===== src/core/hdc_params.svh =====
`ifndef HDC_PARAMS_SVH
`define HDC_PARAMS_SVH

// ----------------------------------------------------------------
// register addresses and write key
// ----------------------------------------------------------------
`define HDC_ADDR_CTRL     32'hE000EDF0
`define HDC_ADDR_EVT      32'hE000ED30
`define HDC_KEY           16'hA05F
`define HDC_KEY_HI        31
`define HDC_KEY_LO        16

// ----------------------------------------------------------------
// debug event status bits
// ----------------------------------------------------------------
`define HDC_EVT_EXT       4
`define HDC_EVT_VC        3
`define HDC_EVT_WP        2
`define HDC_EVT_BP        1
`define HDC_EVT_HS        0
`define HDC_EVT_W         5
`define HDC_EVT_RST       5'h00

// ----------------------------------------------------------------
// halting control/status bits
// ----------------------------------------------------------------
`define HDC_ST_RESTART    26
`define HDC_ST_RESET      25
`define HDC_ST_RETIRE     24
`define HDC_ST_SDE        20
`define HDC_ST_LOCKUP     19
`define HDC_ST_SLEEP      18
`define HDC_ST_HALT       17
`define HDC_ST_RDY        16
`define HDC_C_SNAP        5
`define HDC_C_MASK        3
`define HDC_C_STEP        2
`define HDC_C_HALT        1
`define HDC_C_EN          0

// ----------------------------------------------------------------
// read-clear sticky bank: index 2 restart, 1 reset, 0 retire
// ----------------------------------------------------------------
`define HDC_STK_W         3
`define HDC_STK_RESTART   2
`define HDC_STK_RESET     1
`define HDC_STK_RETIRE    0
`define HDC_STK_RST       3'h2
`define HDC_RDY_RST       1'h1

`endif


===== src/core/hdc_pkg.sv =====
package hdc_pkg;

  // register access request, one per cycle
  typedef struct packed {
    logic        valid;
    logic        write;
    logic        priv;
    logic        debugger;
    logic        word;
    logic [31:0] addr;
    logic [31:0] wdata;
  } hdc_req_t;

  // registered answer
  typedef struct packed {
    logic        ack;
    logic        fault;
    logic [31:0] rdata;
  } hdc_rsp_t;

  // core state levels
  typedef struct packed {
    logic halted;
    logic in_secure;
    logic sec_allowed;
    logic halt_allowed;
    logic lockup;
    logic sleeping;
  } hdc_core_t;

  // one-cycle debug event pulses
  typedef struct packed {
    logic ext;
    logic vector_catch_flag;
    logic watch;
    logic breakpoint_flag;
    logic halt_step;
  } hdc_evt_t;

  // effective controls towards the core
  typedef struct packed {
    logic halt;
    logic step;
    logic mask;
    logic mask_secure;
    logic snap;
    logic restart;
  } hdc_ctrl_t;

endpackage


===== src/core/hdc_sticky.sv =====
`timescale 1ns/1ns
// sticky bit bank: hardware set wins over any clear in the same cycle
module hdc_sticky #(
  parameter int           W   = 1,
  parameter logic [W-1:0] RST = '0
) (
  // clock and reset
  input  wire logic         i_clock,
  input  wire logic         i_rst_b,
  // set and clear strobes
  input  wire logic [W-1:0] i_set,
  input  wire logic [W-1:0] i_clr,
  // flag values
  output logic      [W-1:0] o_q
);
  logic [W-1:0] q_reg;
  logic [W-1:0] q_next;

  genvar gi;
  generate
    for (gi = 0; gi < W; gi++) begin : g_bit
      // set first so a coincident clear cannot lose an event
      always_comb begin
        q_next[gi] = i_set[gi] | (q_reg[gi] & ~i_clr[gi]);
      end
      always_ff @(posedge i_clock or negedge i_rst_b) begin
        if (!i_rst_b) begin
          q_reg[gi] <= RST[gi];
        end else begin
          q_reg[gi] <= q_next[gi];
        end
      end
    end
  endgenerate

  assign o_q = q_reg;
endmodule // hdc_sticky


===== src/core/hdc_top.sv =====
`timescale 1ns/1ns
`include "hdc_params.svh"

module hdc_top #(
  parameter bit HAS_HALT_DEBUG = 1'b1,  // vector catch present
  parameter bit HAS_WATCH_UNIT = 1'b1   // watchpoint unit present
) (
  // clock and reset (reset is the cold reset)
  input  wire logic            i_clock,
  input  wire logic            i_rst_b,
  // register access port
  input  wire hdc_pkg::hdc_req_t i_req,
  output hdc_pkg::hdc_rsp_t    o_rsp,
  // core state and events
  input  wire hdc_pkg::hdc_core_t i_core,
  input  wire hdc_pkg::hdc_evt_t  i_evt,
  input  wire logic            i_warm_rst,
  input  wire logic            i_dbg_pend,
  input  wire logic            i_ext_restart,
  input  wire logic            i_retire,
  input  wire logic            i_xfer_sel_wr,
  input  wire logic            i_xfer_done,
  // controls to the core
  output hdc_pkg::hdc_ctrl_t   o_ctrl
);
  import hdc_pkg::*;

  // ----------------------------------------------------------------
  // access decode
  // ----------------------------------------------------------------
  logic hit_ctrl;   // address is the halting control register
  logic hit_evt;    // address is the event status register
  logic acc_ok;     // privileged access to a mapped register
  logic wr_ok;      // full-word privileged write
  logic key_ok;     // upper half carries the write key
  logic ctrl_wr;    // accepted control write
  logic evt_wr;     // accepted event status write
  logic ctrl_rd;    // read of the control register

  always_comb begin
    hit_ctrl = i_req.addr == `HDC_ADDR_CTRL;
    hit_evt  = i_req.addr == `HDC_ADDR_EVT;
    acc_ok   = i_req.valid & i_req.priv & (hit_ctrl | hit_evt);
    // sub-word writes have no defined effect, so they are dropped
    wr_ok    = acc_ok & i_req.write & i_req.word;
    key_ok   = i_req.wdata[`HDC_KEY_HI:`HDC_KEY_LO] == `HDC_KEY;
    ctrl_wr  = wr_ok & hit_ctrl & key_ok;
    evt_wr   = wr_ok & hit_evt;
    ctrl_rd  = acc_ok & ~i_req.write & hit_ctrl;
  end

  // ----------------------------------------------------------------
  // debug event status flags
  // ----------------------------------------------------------------
  logic [`HDC_EVT_W-1:0] evt_set;  // hardware events this cycle
  logic [`HDC_EVT_W-1:0] evt_clr;  // write-one-to-clear mask
  logic [`HDC_EVT_W-1:0] evt_q;    // flag values

  always_comb begin
    evt_set = '0;
    evt_set[`HDC_EVT_EXT] = i_evt.ext;
    // absent units leave their flag stuck at zero
    evt_set[`HDC_EVT_VC]  = i_evt.vector_catch_flag & HAS_HALT_DEBUG;
    evt_set[`HDC_EVT_WP]  = i_evt.watch & HAS_WATCH_UNIT;
    evt_set[`HDC_EVT_BP]  = i_evt.breakpoint_flag;
    evt_set[`HDC_EVT_HS]  = i_evt.halt_step;
    evt_clr = evt_wr ? i_req.wdata[`HDC_EVT_W-1:0] : '0;
  end

  hdc_sticky #(
    .W   (`HDC_EVT_W),
    .RST (`HDC_EVT_RST)
  ) u_evt (
    .i_clock (i_clock),
    .i_rst_b (i_rst_b),
    .i_set   (evt_set),
    .i_clr   (evt_clr),
    .o_q     (evt_q)
  );

  // ----------------------------------------------------------------
  // control bits
  // ----------------------------------------------------------------
  logic en_reg,   en_next;     // debug enable
  logic halt_reg, halt_next;   // halt request
  logic step_reg, step_next;   // single step
  logic mask_reg, mask_next;   // interrupt mask
  logic snap_reg, snap_next;   // snap stall
  logic sde_reg, sde_next;     // secure debug status, also gates snap stall writes
  logic clr_req;               // request to clear the halt control
  logic w_en, w_halt;          // values the write leaves behind

  always_comb begin
    en_next   = en_reg;
    halt_next = halt_reg;
    step_next = step_reg;
    mask_next = mask_reg;
    snap_next = snap_reg;
    w_en      = en_reg;
    w_halt    = i_req.wdata[`HDC_C_HALT];
    if (ctrl_wr) begin
      // software cannot flip the enable; only the debugger can
      if (i_req.debugger) begin
        en_next = i_req.wdata[`HDC_C_EN];
        w_en    = i_req.wdata[`HDC_C_EN];
      end
      halt_next = w_halt;
      step_next = i_req.wdata[`HDC_C_STEP];
      mask_next = i_req.wdata[`HDC_C_MASK];
      // snap stall is held only when the same write arms halt too
      if (sde_reg) begin
        snap_next = i_req.wdata[`HDC_C_SNAP] & w_en & w_halt;
      end
    end
    if (i_ext_restart) begin
      halt_next = 1'b0;
    end
    // a pending debug entry re-arms halt even over a clear
    if (i_dbg_pend) begin
      halt_next = 1'b1;
    end else if (i_warm_rst) begin
      halt_next = 1'b0;
    end
    clr_req = (ctrl_wr & halt_reg & ~w_halt) | i_ext_restart;
  end

  always_ff @(posedge i_clock or negedge i_rst_b) begin
    if (!i_rst_b) begin
      en_reg   <= 1'b0;
      halt_reg <= 1'b0;
      step_reg <= 1'b0;
      mask_reg <= 1'b0;
      snap_reg <= 1'b0;
    end else begin
      en_reg   <= en_next;
      halt_reg <= halt_next;
      step_reg <= step_next;
      mask_reg <= mask_next;
      snap_reg <= snap_next;
    end
  end

  // ----------------------------------------------------------------
  // read-clear stickies: restart, reset, retire
  // ----------------------------------------------------------------
  logic [`HDC_STK_W-1:0] stk_set;  // hardware sets
  logic [`HDC_STK_W-1:0] stk_clr;  // cleared by a read
  logic [`HDC_STK_W-1:0] stk_q;    // sticky values

  always_comb begin
    stk_set = '0;
    stk_set[`HDC_STK_RESTART] = clr_req;
    stk_set[`HDC_STK_RESET]   = i_warm_rst;
    stk_set[`HDC_STK_RETIRE]  = i_retire;
    stk_clr = ctrl_rd ? '1 : '0;
  end

  // cold reset starts with reset-sticky high, a cold reset is a reset too
  hdc_sticky #(
    .W   (`HDC_STK_W),
    .RST (`HDC_STK_RST)
  ) u_stk (
    .i_clock (i_clock),
    .i_rst_b (i_rst_b),
    .i_set   (stk_set),
    .i_clr   (stk_clr),
    .o_q     (stk_q)
  );

  // ----------------------------------------------------------------
  // secure debug status and register ready
  // ----------------------------------------------------------------
  logic hlt_reg, hlt_next;     // halted seen last cycle
  logic rdy_reg, rdy_next;     // transfer ready

  always_comb begin
    hlt_next = i_core.halted;
    if (!i_core.halted) begin
      sde_next = i_core.sec_allowed;
    end else if (!hlt_reg) begin
      // entry cycle: latch from the state the core came from
      sde_next = i_core.in_secure | i_core.sec_allowed;
    end else begin
      sde_next = sde_reg;
    end
    // a selector write beats a done arriving in the same cycle
    rdy_next = rdy_reg;
    if (i_xfer_done) begin
      rdy_next = 1'b1;
    end
    if (i_xfer_sel_wr) begin
      rdy_next = 1'b0;
    end
  end

  always_ff @(posedge i_clock or negedge i_rst_b) begin
    if (!i_rst_b) begin
      sde_reg <= 1'b0;
      hlt_reg <= 1'b0;
      rdy_reg <= `HDC_RDY_RST;
    end else begin
      sde_reg <= sde_next;
      hlt_reg <= hlt_next;
      rdy_reg <= rdy_next;
    end
  end

  // ----------------------------------------------------------------
  // read data, answer and effective controls
  // ----------------------------------------------------------------
  hdc_rsp_t  rsp_reg, rsp_next;    // bus answer
  hdc_ctrl_t ctl_reg, ctl_next;    // controls to the core
  logic      gate;                 // debug enabled and allowed
  logic      sec_blk;              // secure core, secure debug off

  always_comb begin
    rsp_next       = '0;
    rsp_next.ack   = i_req.valid;
    // unprivileged access to a mapped register is a bus fault
    rsp_next.fault = i_req.valid & ~i_req.priv & (hit_ctrl | hit_evt);
    if (acc_ok & ~i_req.write & hit_evt) begin
      rsp_next.rdata[`HDC_EVT_W-1:0] = evt_q;
    end
    if (ctrl_rd) begin
      rsp_next.rdata[`HDC_ST_RESTART] = stk_q[`HDC_STK_RESTART];
      rsp_next.rdata[`HDC_ST_RESET]   = stk_q[`HDC_STK_RESET];
      rsp_next.rdata[`HDC_ST_RETIRE]  = stk_q[`HDC_STK_RETIRE];
      rsp_next.rdata[`HDC_ST_SDE]     = sde_reg;
      // lockup is hidden from software and gone once halted
      rsp_next.rdata[`HDC_ST_LOCKUP]  = i_core.lockup & ~i_core.halted
                                        & i_req.debugger;
      rsp_next.rdata[`HDC_ST_SLEEP]   = i_core.sleeping;
      rsp_next.rdata[`HDC_ST_HALT]    = i_core.halted;
      rsp_next.rdata[`HDC_ST_RDY]     = rdy_reg;
      rsp_next.rdata[`HDC_C_SNAP]     = snap_reg;
      rsp_next.rdata[`HDC_C_MASK]     = mask_reg;
      rsp_next.rdata[`HDC_C_STEP]     = step_reg;
      rsp_next.rdata[`HDC_C_HALT]     = halt_reg;
      rsp_next.rdata[`HDC_C_EN]       = en_reg;
    end
    gate    = en_reg & i_core.halt_allowed;
    sec_blk = i_core.in_secure & ~sde_reg;
    ctl_next             = '0;
    ctl_next.halt        = halt_reg & gate & ~sec_blk;
    ctl_next.step        = step_reg & gate & ~sec_blk;
    ctl_next.mask        = mask_reg & gate;
    // secure-targeted interrupts stay live without secure debug
    ctl_next.mask_secure = mask_reg & gate & sde_reg;
    ctl_next.snap        = snap_reg & gate;
    ctl_next.restart     = clr_req;
  end

  always_ff @(posedge i_clock or negedge i_rst_b) begin
    if (!i_rst_b) begin
      rsp_reg <= '0;
      ctl_reg <= '0;
    end else begin
      rsp_reg <= rsp_next;
      ctl_reg <= ctl_next;
    end
  end

  assign o_rsp  = rsp_reg;
  assign o_ctrl = ctl_reg;
endmodule // hdc_top


===== config.mk =====
export PLATFORM = sky130hd
export DESIGN_NAME = hdc_top
export DESIGN_NICKNAME = d
export VERILOG_FILES = /design/src/core/hdc_pkg.sv /design/src/core/hdc_sticky.sv /design/src/core/hdc_top.sv
export VERILOG_INCLUDE_DIRS = /design/src /design/src/core
export SDC_FILE = /design/constraint.sdc
export NUM_CORES = 1
export LEC_CHECK = 0
export ABC_AREA = 1
export BUFFER_PORTS_ARGS = -buffer_cell sky130_fd_sc_hd__buf_4
export CAP_MARGIN = 20
export CORE_ASPECT_RATIO = 1.75
export CORE_UTILIZATION = 45
export DETAILED_ROUTE_END_ITERATION = 8
export PLACE_DENSITY = 0.95
export SYNTH_ARGS = -nofsm -noshare
export SYNTH_HDL_FRONTEND = slang
export SYNTH_SLANG_ARGS = --single-unit

===== constraint.sdc =====
create_clock -name i_clock -period 1.6 [get_ports i_clock]
set_clock_uncertainty 0.05 [all_clocks]
set_input_delay 0.08 -clock i_clock [delete_from_list [all_inputs] [get_ports i_clock]]
set_output_delay 0.08 -clock i_clock [all_outputs]
set_load 0.02 [all_outputs]

==> results.md, run 1 <==
* Synth Cell Area at 1940 um^2
* Die X at 51.7 um
* Inserted Clock Buffers at 5
* Total number of vias at 1864
* Root buf cell: clkbuf_8
* Final Hold Viols at 0
* Outcome: completed
* Endpoints failing setup at 0
* Worst EP arrival at 1.46 ns
* Max Freq at 0.745 GHz
* Final Cycle Share at 0.839
* Area Overhead vs Synth at 49.6%
* Max reg flops at 16
* Data required, critical path at 1.72 ns
* Logic pwr share at 0.169
* Post-DP HPWL at 3620 um
* Resize count post-CTS at 0
* Fin area at 2910 um^2
* Total power at 1970 uW
* Final WL at 4470 um
* Crit-path slowest cell: dlygate4sd3_1
* Initial DRC count at 24
* Clk sinks at 38
* Io pins at 128
* Cells after Synth at 243
* Peak VDD IR at 0.668 mV
* DR WL/cell at 10.9 um
* Die height at 88.9 um
* Crit-path max FO at 5
* Leakage at 0.00173 uW
* CP Cell Sequence: dlygate4sd3_1 > buf_4 > nand2_1 > inv_1 > nand4_1 > nor2_1 > o21bai_1
* Pwr per Cell Area at 678 nW/um^2
* Min cycle time layout at 1.34 ns
* Int Power at 1500 uW
* Setup bufs post-CTS at 0
* Fillers at 327
* CP delay by family, top: buffers and inverters
* Antenna violations before repair at 0
* Critical path type: in2reg
* Die area at 4600 um^2
* Sequential area share after synthesis at 0.491
* RSZ-0062 raised after global routing: false
* Worst setup EP type: register
* Post-Syn Area per Cell at 8.00 um^2
* Clock transition at path regs at 0.07 ns
* Synth Register Bits at 38
* DP Area at 2670 um^2
* Final number of max-transition violations at 0
* Clock power share at 0.332
* Netlist cell types at 24
* Switching Share at 0.238
* Vias in the first global route at 1881
* Post-DRT Antenna Nets at 0
* Standard-cell rows at 31
* 1st-pass router iterations at 4
* First-pass GRT wire length at 7450 um
* Synthesis warning total at 0
* GRT Overall Usage at 0.221
* Hold Path Class: in2reg
* CTS tree: done
* CORE AREA at 4150 um^2
* Share of cells above drive strength 1 at 0.331
* Pin count of the biggest net entering global routing at 39
* Setup TNS at 0 ns
* N_diodes at 0
* Gr ovfl total at 0
* GP Congestion at 0.797
* CTS H-tree lvls at 2
* Share of power burned in registers at 0.499
* Type of origin of the critical path: primary input
* NetSw at 470 uW
* Largest stage delay, worst path at 0.52 ns
* Insertion delay of the later-clocked pin in the worst-skew pair at 0.28 ns
* Vias per cell at 4.52
* Fin nets at 450
* Remaining routing DRC violations at 0
* I/O Buffers at 99
* Clk buf depth at 2
* Max-cap check violation count at 0
* Buf/Inv on CP at 3
* Initial core utilization at 0.468
final timing paths:
kind                       slack (ns)  startpoint  cells past startpoint           end
max                              0.26   i_req[68]                      7  u_evt.o_q[1]
min                              0.02   i_core[1]                      3     o_rsp[19]
max reg2reg                      0.27     rdy_reg                      3       rdy_reg
min reg2reg                      0.43     rdy_reg                      2     o_rsp[16]
max in group asynchronous        0.91     i_rst_b                      2  u_stk.o_q[1]
min in group asynchronous        0.25     i_rst_b                      2     o_rsp[18]
tightest hold or removal path, cell delays in order:
cell,delay (ns)
buf_4,0.11
nand3_1,0.08
nor2_1,0.06
synthesized netlist by cell type (all sizes together):
| library cell | count | share of area |
|---|---|---|
| a21oi | 2 | 0.0052 |
| and3b | 1 | 0.0052 |
| buf | 19 | 0.075 |
| conb | 1 | 0.0019 |
| dfrtp | 36 | 0.46 |
| dfstp | 2 | 0.027 |
| inv | 57 | 0.11 |
| nand2 | 45 | 0.090 |
| nand3 | 6 | 0.018 |
| nand4 | 9 | 0.040 |
| nor2 | 42 | 0.089 |
| nor3 | 6 | 0.015 |
| o21ai | 5 | 0.013 |
| o21bai | 8 | 0.031 |
| o22ai | 4 | 0.016 |
metrics by stage:
step | instances | hold WS (ns) | worst slack (ns) | util
2_1_floorplan | 260 | -0.266 | 0.477 | -
3_3_place_gp | 389 | 0.00379 | 0.204 | 0.642
3_5_place_dp | 389 | 0.0103 | 0.181 | 0.642
4_1_cts | 412 | 0.0173 | 0.248 | 0.700
5_1_grt | 412 | 0.0188 | 0.204 | 0.700
6_report | 412 | 0.0248 | 0.257 | 0.700
area by class of cell:
| class | count | area, um^2 | area share |
|---|---|---|---|
| sequential | 38 | 953 | 0.328 |
| timing repair buffer | 114 | 893 | 0.307 |
| multi-input combinational | 146 | 693 | 0.238 |
| inverter | 57 | 214 | 0.0736 |
| clock buffer | 7 | 86.3 | 0.0297 |
| tap | 49 | 61.3 | 0.0211 |
| clock inverter | 1 | 5.00 | 0.00172 |
what timing repair did:
action,in CTS,in global routing
hold buffers,15,0
endpoints found under the hold margin,50,0
setup endpoints to repair,0,0
routing by layer:
layer / routed length, um / part of all wire / GRT usage / vias to the layer above
li1: - / - / - / 928
met1: 1410 / 0.31 / 0.181 / 832
met2: 2600 / 0.58 / 0.457 / 91
met3: 308 / 0.069 / 0.0544 / 13
met4: 163 / 0.036 / 0.106 / 0
met5: 0 / 0 / 0 / -
placed cells by master, fill, tap and decap left out, types with 2 or more instances in the layout:
cell type	netlist	routed
buf_4	18	99
conb_1	1	18
o21bai_1	8	8
nand2_1	43	43
nand4_1	7	7
clkbuf_8	0	6
a21oi_1	2	2
nor2_1	38	38
dfstp_2	2	2
nand3_1	5	5
o22ai_1	3	3
nor2_2	3	3
nand2_2	2	2
inv_1	56	56
dfrtp_1	36	36
dlygate4sd3_1	0	15
nor3_1	6	6
o21ai_0	5	5
power by group through the flow:
stage / sequential, uW / combinational, uW / clock (uW)
global placement: 1000 / 294 / 0
finish: 983 / 332 / 654
global route: 984 / 367 / 712
CTS: 983 / 333 / 675
floorplan: 1010 / 134 / 0
detailed placement: 1000 / 303 / 0
cell families (layout without fill, tap and decap cells):
| group | count (synthesis) | after routing | synth area share |
|---|---|---|---|
| compound gates | 19 | 19 | 0.0650 |
| buf+inv | 76 | 179 | 0.185 |
| flops | 38 | 38 | 0.491 |
| other cells | 1 | 18 | 0.00193 |
| simple gates | 109 | 109 | 0.257 |
No activity file was read; power rests on OpenSTA's default activity.
==> run 2: changes to the inputs <==
- CORE_UTILIZATION: 45 -> 42
- PLACE_DENSITY: 0.95 -> 0.91
- clock period: 1.6 -> 1.4 ns (I/O delays scaled with it)
==> run 2 against run 1 <==
  * Utilization down 3.5 points
  * Critical path type is now reg2reg
  * Wire length up 5.6%
  * Global-route usage down 0.87 points
  * Die area up 6.9%
  * Non-clock buffer count up 2
  * First-iteration DRC count up 29%
  * Combinational power up 16%
==> results.md, run 2 (synthesis results as in run 1) <==
* Worst setup EP type: register (unchanged)
* Peak VDD IR at 0.539 mV (was 0.668 mV)
* Inserted Clock Buffers at 5 (unchanged)
* Die area at 4910 um^2 (was 4600 um^2)
* Antenna violations before repair at 0 (unchanged)
* Initial core utilization at 0.441 (was 0.468)
* Vias in the first global route at 1930 (was 1881)
* Fin cells at 416 (was 412)
* Remaining routing DRC violations at 0 (unchanged)
* Final Cycle Share at 0.941
* Pwr per Cell Area at 772 nW/um^2 (was 678 nW/um^2)
* Resize count post-CTS at 0 (unchanged)
* Outcome: completed (unchanged)
* 1st-pass router iterations at 4 (unchanged)
* Final Hold Viols at 0 (unchanged)
* Die X at 53.4 um (was 51.7 um)
* Endpoints failing setup at 0 (unchanged)
* Fin nets at 452 (was 450)
* DR WL/cell at 11.4 um (was 10.9 um)
* Share of cells above drive strength 1 at 0.334 (was 0.331)
* Clock transition at path regs at 0.07 ns (about the same)
* N_diodes at 0 (unchanged)
* Most common cell after layout, fill and taps aside: buf_4 (unchanged)
* Commonest non-fill, non-tap cells in the layout: buf_4 (100), inv_1 (56), nand2_1 (43), nor2_1 (38), dfrtp_1 (36) (was buf_4 (99), inv_1 (56), nand2_1 (43), nor2_1 (38), dfrtp_1 (36))
* Die height at 92.0 um (was 88.9 um)
* CTS tree: done (unchanged)
* Post-DRT Antenna Nets at 0 (unchanged)
* Final WL at 4730 um (was 4470 um)
* Leakage at 0.00173 uW (about the same)
* GRT Overall Usage at 0.212 (was 0.221)
* Clk buf depth at 2 (unchanged)
* Critical path type: reg2reg (was in2reg)
* Gr ovfl total at 0 (unchanged)
* Final number of max-transition violations at 0 (unchanged)
* Data required, critical path at 1.57 ns (was 1.72 ns)
* Clk sinks at 38 (unchanged)
* Insertion delay of the later-clocked pin in the worst-skew pair at 0.28 ns (about the same)
* CORE AREA at 4400 um^2 (was 4150 um^2)
* Root buf cell: clkbuf_8 (unchanged)
* Vias per cell at 4.63 (was 4.52)
* Hold Path Class: in2reg (unchanged)
* RSZ-0062 raised after global routing: false (unchanged)
* Post-DP HPWL at 3690 um (was 3620 um)
* Flop2flop setup slack at 0.08 ns (was 0.27 ns)
* Max-cap check violation count at 0 (unchanged)
* CTS H-tree lvls at 2 (unchanged)
* GP Congestion at 0.757 (was 0.797)
* Fin area at 2930 um^2 (was 2910 um^2)
* Min cycle time layout at 1.32 ns
* I/O Buffers at 99 (unchanged)
* First-pass GRT wire length at 7650 um (was 7450 um)
* Initial DRC count at 31 (was 24)
* Max reg flops at 16 (unchanged)
* Standard-cell rows at 32 (was 31)
* Worst EP arrival at 1.49 ns (was 1.46 ns)
* Area Overhead vs Synth at 50.8% (was 49.6%)
* Max Freq at 0.759 GHz
* Setup TNS at 0 ns (unchanged)
* Inst Count DP at 391 (was 389)
* Pin count of the biggest net entering global routing at 39 (unchanged)
* Total number of vias at 1926 (was 1864)
* DP Area at 2670 um^2 (about the same)
* Total power at 2260 uW (was 1970 uW)
* Crit-path max FO at 2 (was 5)
* Io pins at 128 (unchanged)
* Type of origin of the critical path: register (was primary input)
[run 2: area by class of cell]
cell class / instances / area, um^2
Fill cell: 360 / 1470
Sequential cell: 38 / 953
Timing Repair Buffer: 116 / 911
Multi-Input combinational cell: 146 / 693
Inverter: 57 / 214
Clock buffer: 6 / 82.6
Tap cell: 51 / 63.8
Clock inverter: 2 / 12.5
[run 2: path summary, 6_finish.rpt]
check,start,endpoint,depth (start not counted)
max reg2reg,rdy_reg,rdy_reg,3
max,rdy_reg,rdy_reg,3
max in group asynchronous,i_rst_b,u_stk.o_q[1],2
min reg2reg,step_reg,step_reg,2
min,i_req[65],o_rsp[19],3
min in group asynchronous,i_rst_b,o_rsp[16],2
[run 2: routing by layer]
metal  GRT usage  vias to the layer above  part of all wire
li1            -                      930                 -
met1       0.185                      873              0.30
met2       0.408                      109              0.60
met3      0.0398                       14             0.069
met4       0.118                        0             0.035
met5           0                        -                 0
[run 2: through the flow]
step	util	hold slack [ns]	setup WS, ns
final	0.665	0.000521	0.0829
after global routing	0.665	0.0101	0.0107
after CTS	0.666	0.00982	0.0429
after detailed placement	0.606	0.00189	-0.0359
after global placement	0.606	-0.00540	0.0361
after floorplan	-	-0.276	0.287
[run 2: what timing repair did]
| action | CTS | global route |
|---|---|---|
| hold endpoints to repair | 51 | 0 |
| buffers inserted | 0 | 1 |
| hold buffers | 17 | 0 |
| setup endpoints to repair | 0 | 5 |
[run 2: critical path, cell delays in order, from the launching register on]
cell,delay (ns)
dfstp_2,0.54
nor2_1,0.04
nor2_1,0.07
dlygate4sd3_1,0.56
[run 2: power breakdown]
| group | internal [uW] | switching, uW |
|---|---|---|
| Clock | 395 | 362 |
| Combinational | 205 | 179 |
| Sequential | 1110 | 8.84 |
==> run 3: changes to the inputs <==
- CORE_UTILIZATION: 42 -> 38
- PLACE_DENSITY: 0.91 -> 0.87
- clock period: 1.4 -> 1.2 ns (I/O delays scaled with it)
==> run 3 against run 2 <==
  * Die area grew 10%
  * Count of clock-buffer cells in the layout increased by 1
  * Sequential power is 17% higher
  * Utilization fell by 5.9 points
  * First-iteration DRC count grew 61%
  * Hold slack better by 0.0088 ns
  * Worst setup slack got worse by 0.0027 ns
  * Cell count up 2.4%
  * Final area grew 2.0%
  * Highest routed layer unchanged
  * Power increased by 17%
  * Clock power rose by 16%
==> results.md, run 3 (synthesis results as in run 1) <==
* Final Cycle Share at 0.933
* First-pass GRT wire length at 7440 um (was 7650 um)
* Min cycle time layout at 1.12 ns
* Root buf cell: clkbuf_8 (unchanged)
* Clk buf depth at 2 (unchanged)
* DP Area at 2710 um^2 (was 2670 um^2)
* Clock transition at path regs at 0.07 ns (about the same)
* Io pins at 128 (unchanged)
* FF-to-FF Start: en_reg (was rdy_reg)
* Leakage at 0.00177 uW (was 0.00173 uW)
* CORE AREA at 4930 um^2 (was 4400 um^2)
* Standard-cell rows at 34 (was 32)
* Vias per cell at 4.52 (was 4.63)
* Hold Path Class: in2reg (unchanged)
* Fin Hold WS at 0.00934 ns (was 0.000521 ns)
* N_diodes at 0 (unchanged)
* 1st-pass router iterations at 5 (was 4)
* Remaining routing DRC violations at 0 (unchanged)
* RR Endpoint: snap_reg (was rdy_reg)
* Share of cells above drive strength 1 at 0.347 (was 0.334)
* Max Freq at 0.893 GHz
* Worst setup margin at 0.0802 ns (was 0.0829 ns)
* End point of the critical path: step_reg (was rdy_reg)
* Endpoints failing setup at 0 (unchanged)
* Post-DP HPWL at 3790 um (was 3690 um)
* Die X at 56.1 um (was 53.4 um)
* Post-DRT Antenna Nets at 0 (unchanged)
* Commonest non-fill, non-tap cells in the layout: buf_4 (106), inv_1 (56), nand2_1 (43), nor2_1 (36), dfrtp_1 (36) (was buf_4 (100), inv_1 (56), nand2_1 (43), nor2_1 (38), dfrtp_1 (36))
* CTS H-tree lvls at 2 (unchanged)
* DR WL/cell at 11.0 um (was 11.4 um)
* GRT Overall Usage at 0.177 (was 0.212)
* Most common cell after layout, fill and taps aside: buf_4 (unchanged)
* Final WL at 4680 um (was 4730 um)
* Clk sinks at 38 (unchanged)
* Gr ovfl total at 0 (unchanged)
* Final number of max-transition violations at 0 (unchanged)
* Peak VDD IR at 1.02 mV (was 0.539 mV)
* Initial core utilization at 0.394 (was 0.441)
* Vias in the first global route at 1857 (was 1930)
* Insertion delay of the later-clocked pin in the worst-skew pair at 0.28 ns (about the same)
* Final Hold Viols at 0 (unchanged)
* Area Overhead vs Synth at 53.9% (was 50.8%)
* Flop2flop setup slack at 0.15 ns (was 0.08 ns)
* I/O Buffers at 99 (unchanged)
* Pwr per Cell Area at 886 nW/um^2 (was 772 nW/um^2)
* Fin area at 2990 um^2 (was 2930 um^2)
* Cell mode on critical path: nand2_1 (was nor2_1)
* Pin count of the biggest net entering global routing at 39 (unchanged)
* Max reg flops at 16 (unchanged)
* CTS tree: done (unchanged)
* Reg2Reg Depth at 6 (was 3)
* Inserted Clock Buffers at 5 (unchanged)
* CP Cell Sequence: buf_4 > inv_1 > nand2_1 > nor2_1 > nand2_1 > nor2_2 > nand2_1 > nand2_2 > nand4_1 > buf_4 > nand2_1 > o21ai_0 (was nor2_1 > nor2_1 > dlygate4sd3_1)
* Initial DRC count at 50 (was 31)
* Antenna violations before repair at 0 (unchanged)
* Outcome: completed (unchanged)
* Total number of vias at 1927 (was 1926)
* Die height at 96.6 um (was 92.0 um)
* Critical path type: in2reg (was reg2reg)
* Die area at 5410 um^2 (was 4910 um^2)
* Setup TNS at 0 ns (unchanged)
* Largest stage delay, worst path at 0.19 ns (was 0.56 ns)
* Place WS at -0.274 ns (was -0.0359 ns)
* Type of origin of the critical path: primary input (was register)
* GP Congestion at 0.811 (was 0.757)
* Crit-path slowest cell: buf_4 (was dlygate4sd3_1)
* Max-cap check violation count at 0 (unchanged)
* Critical path origin: i_req[56] (was rdy_reg)
* Worst setup EP type: register (unchanged)
* Data required, critical path at 1.32 ns (was 1.57 ns)
* Worst EP arrival at 1.24 ns (was 1.49 ns)
* Fin nets at 459 (was 452)
* Crit-path max FO at 4 (was 2)
==> run 3: cell types whose count changed in the layout (fill, tap and decap cells not counted), sizes merged <==
cell,before,now
clkinvlp,1,0
buf,100,106
clkbuf,6,7
dlygate4sd3,16,17
==> run 3: per-layer routing <==
metal	GRT usage	routed length, um	vias to the layer above
met2	0.367	2810	93
met5	0	0	-
met1	0.164	1480	881
li1	-	-	945
met4	0.0671	101	0
met3	0.0386	294	8
==> run 3: through the flow <==
step                       util  std cells  total power, uW
after floorplan               -        260             1520
after global placement    0.549        399             1740
after detailed placement  0.549        399             1750
after CTS                 0.602        424             2660
after global routing      0.606        426             2800
final                     0.606        426             2650
==> run 3: final cells by class <==
| class | instances | area [um^2] |
|---|---|---|
| sequential | 38 | 953 |
| timing repair buffer | 123 | 966 |
| inverter | 57 | 214 |
| tap | 54 | 67.6 |
| clock buffer | 7 | 86.3 |
| fill | 464 | 1940 |
| multi-input combinational | 146 | 698 |
| clock inverter | 1 | 5.00 |
==> run 3: what timing repair did <==
item | CTS | global route
resized for setup | 0 | 3
hold buffers | 17 | 0
endpoints found under the hold margin | 52 | 0
setup endpoints to repair | 0 | 6
buffers inserted | 0 | 2
==> run 3: worst min-delay path by stage <==
stage / start / end / slack (ns) / cells past startpoint
after global routing: i_req[3] / mask_reg / 0.001 / 3
after floorplan: i_rst_b / en_reg / -0.29 / 0
after CTS: i_req[4] / u_evt.o_q[4] / 0.009 / 4
final: i_req[3] / mask_reg / 0.009 / 3
after detailed placement: i_rst_b / o_rsp[18] / -0.009 / 1
after global placement: i_rst_b / o_rsp[17] / -0.01 / 1
==> run 3: report_power, final <==
| group | internal [uW] | switching [uW] |
|---|---|---|
| Combinational | 249 | 210 |
| Clock | 463 | 416 |
| Sequential | 1300 | 10.7 |
| Total | 2010 | 637 |
==> run 3: worst max-delay path, delay by kind of cell <==
family,cells,cell delay [ns]
AND/OR/NAND/NOR,8,0.75
buffers and inverters,3,0.35
AO/OA/AOI/OAI,1,0.07
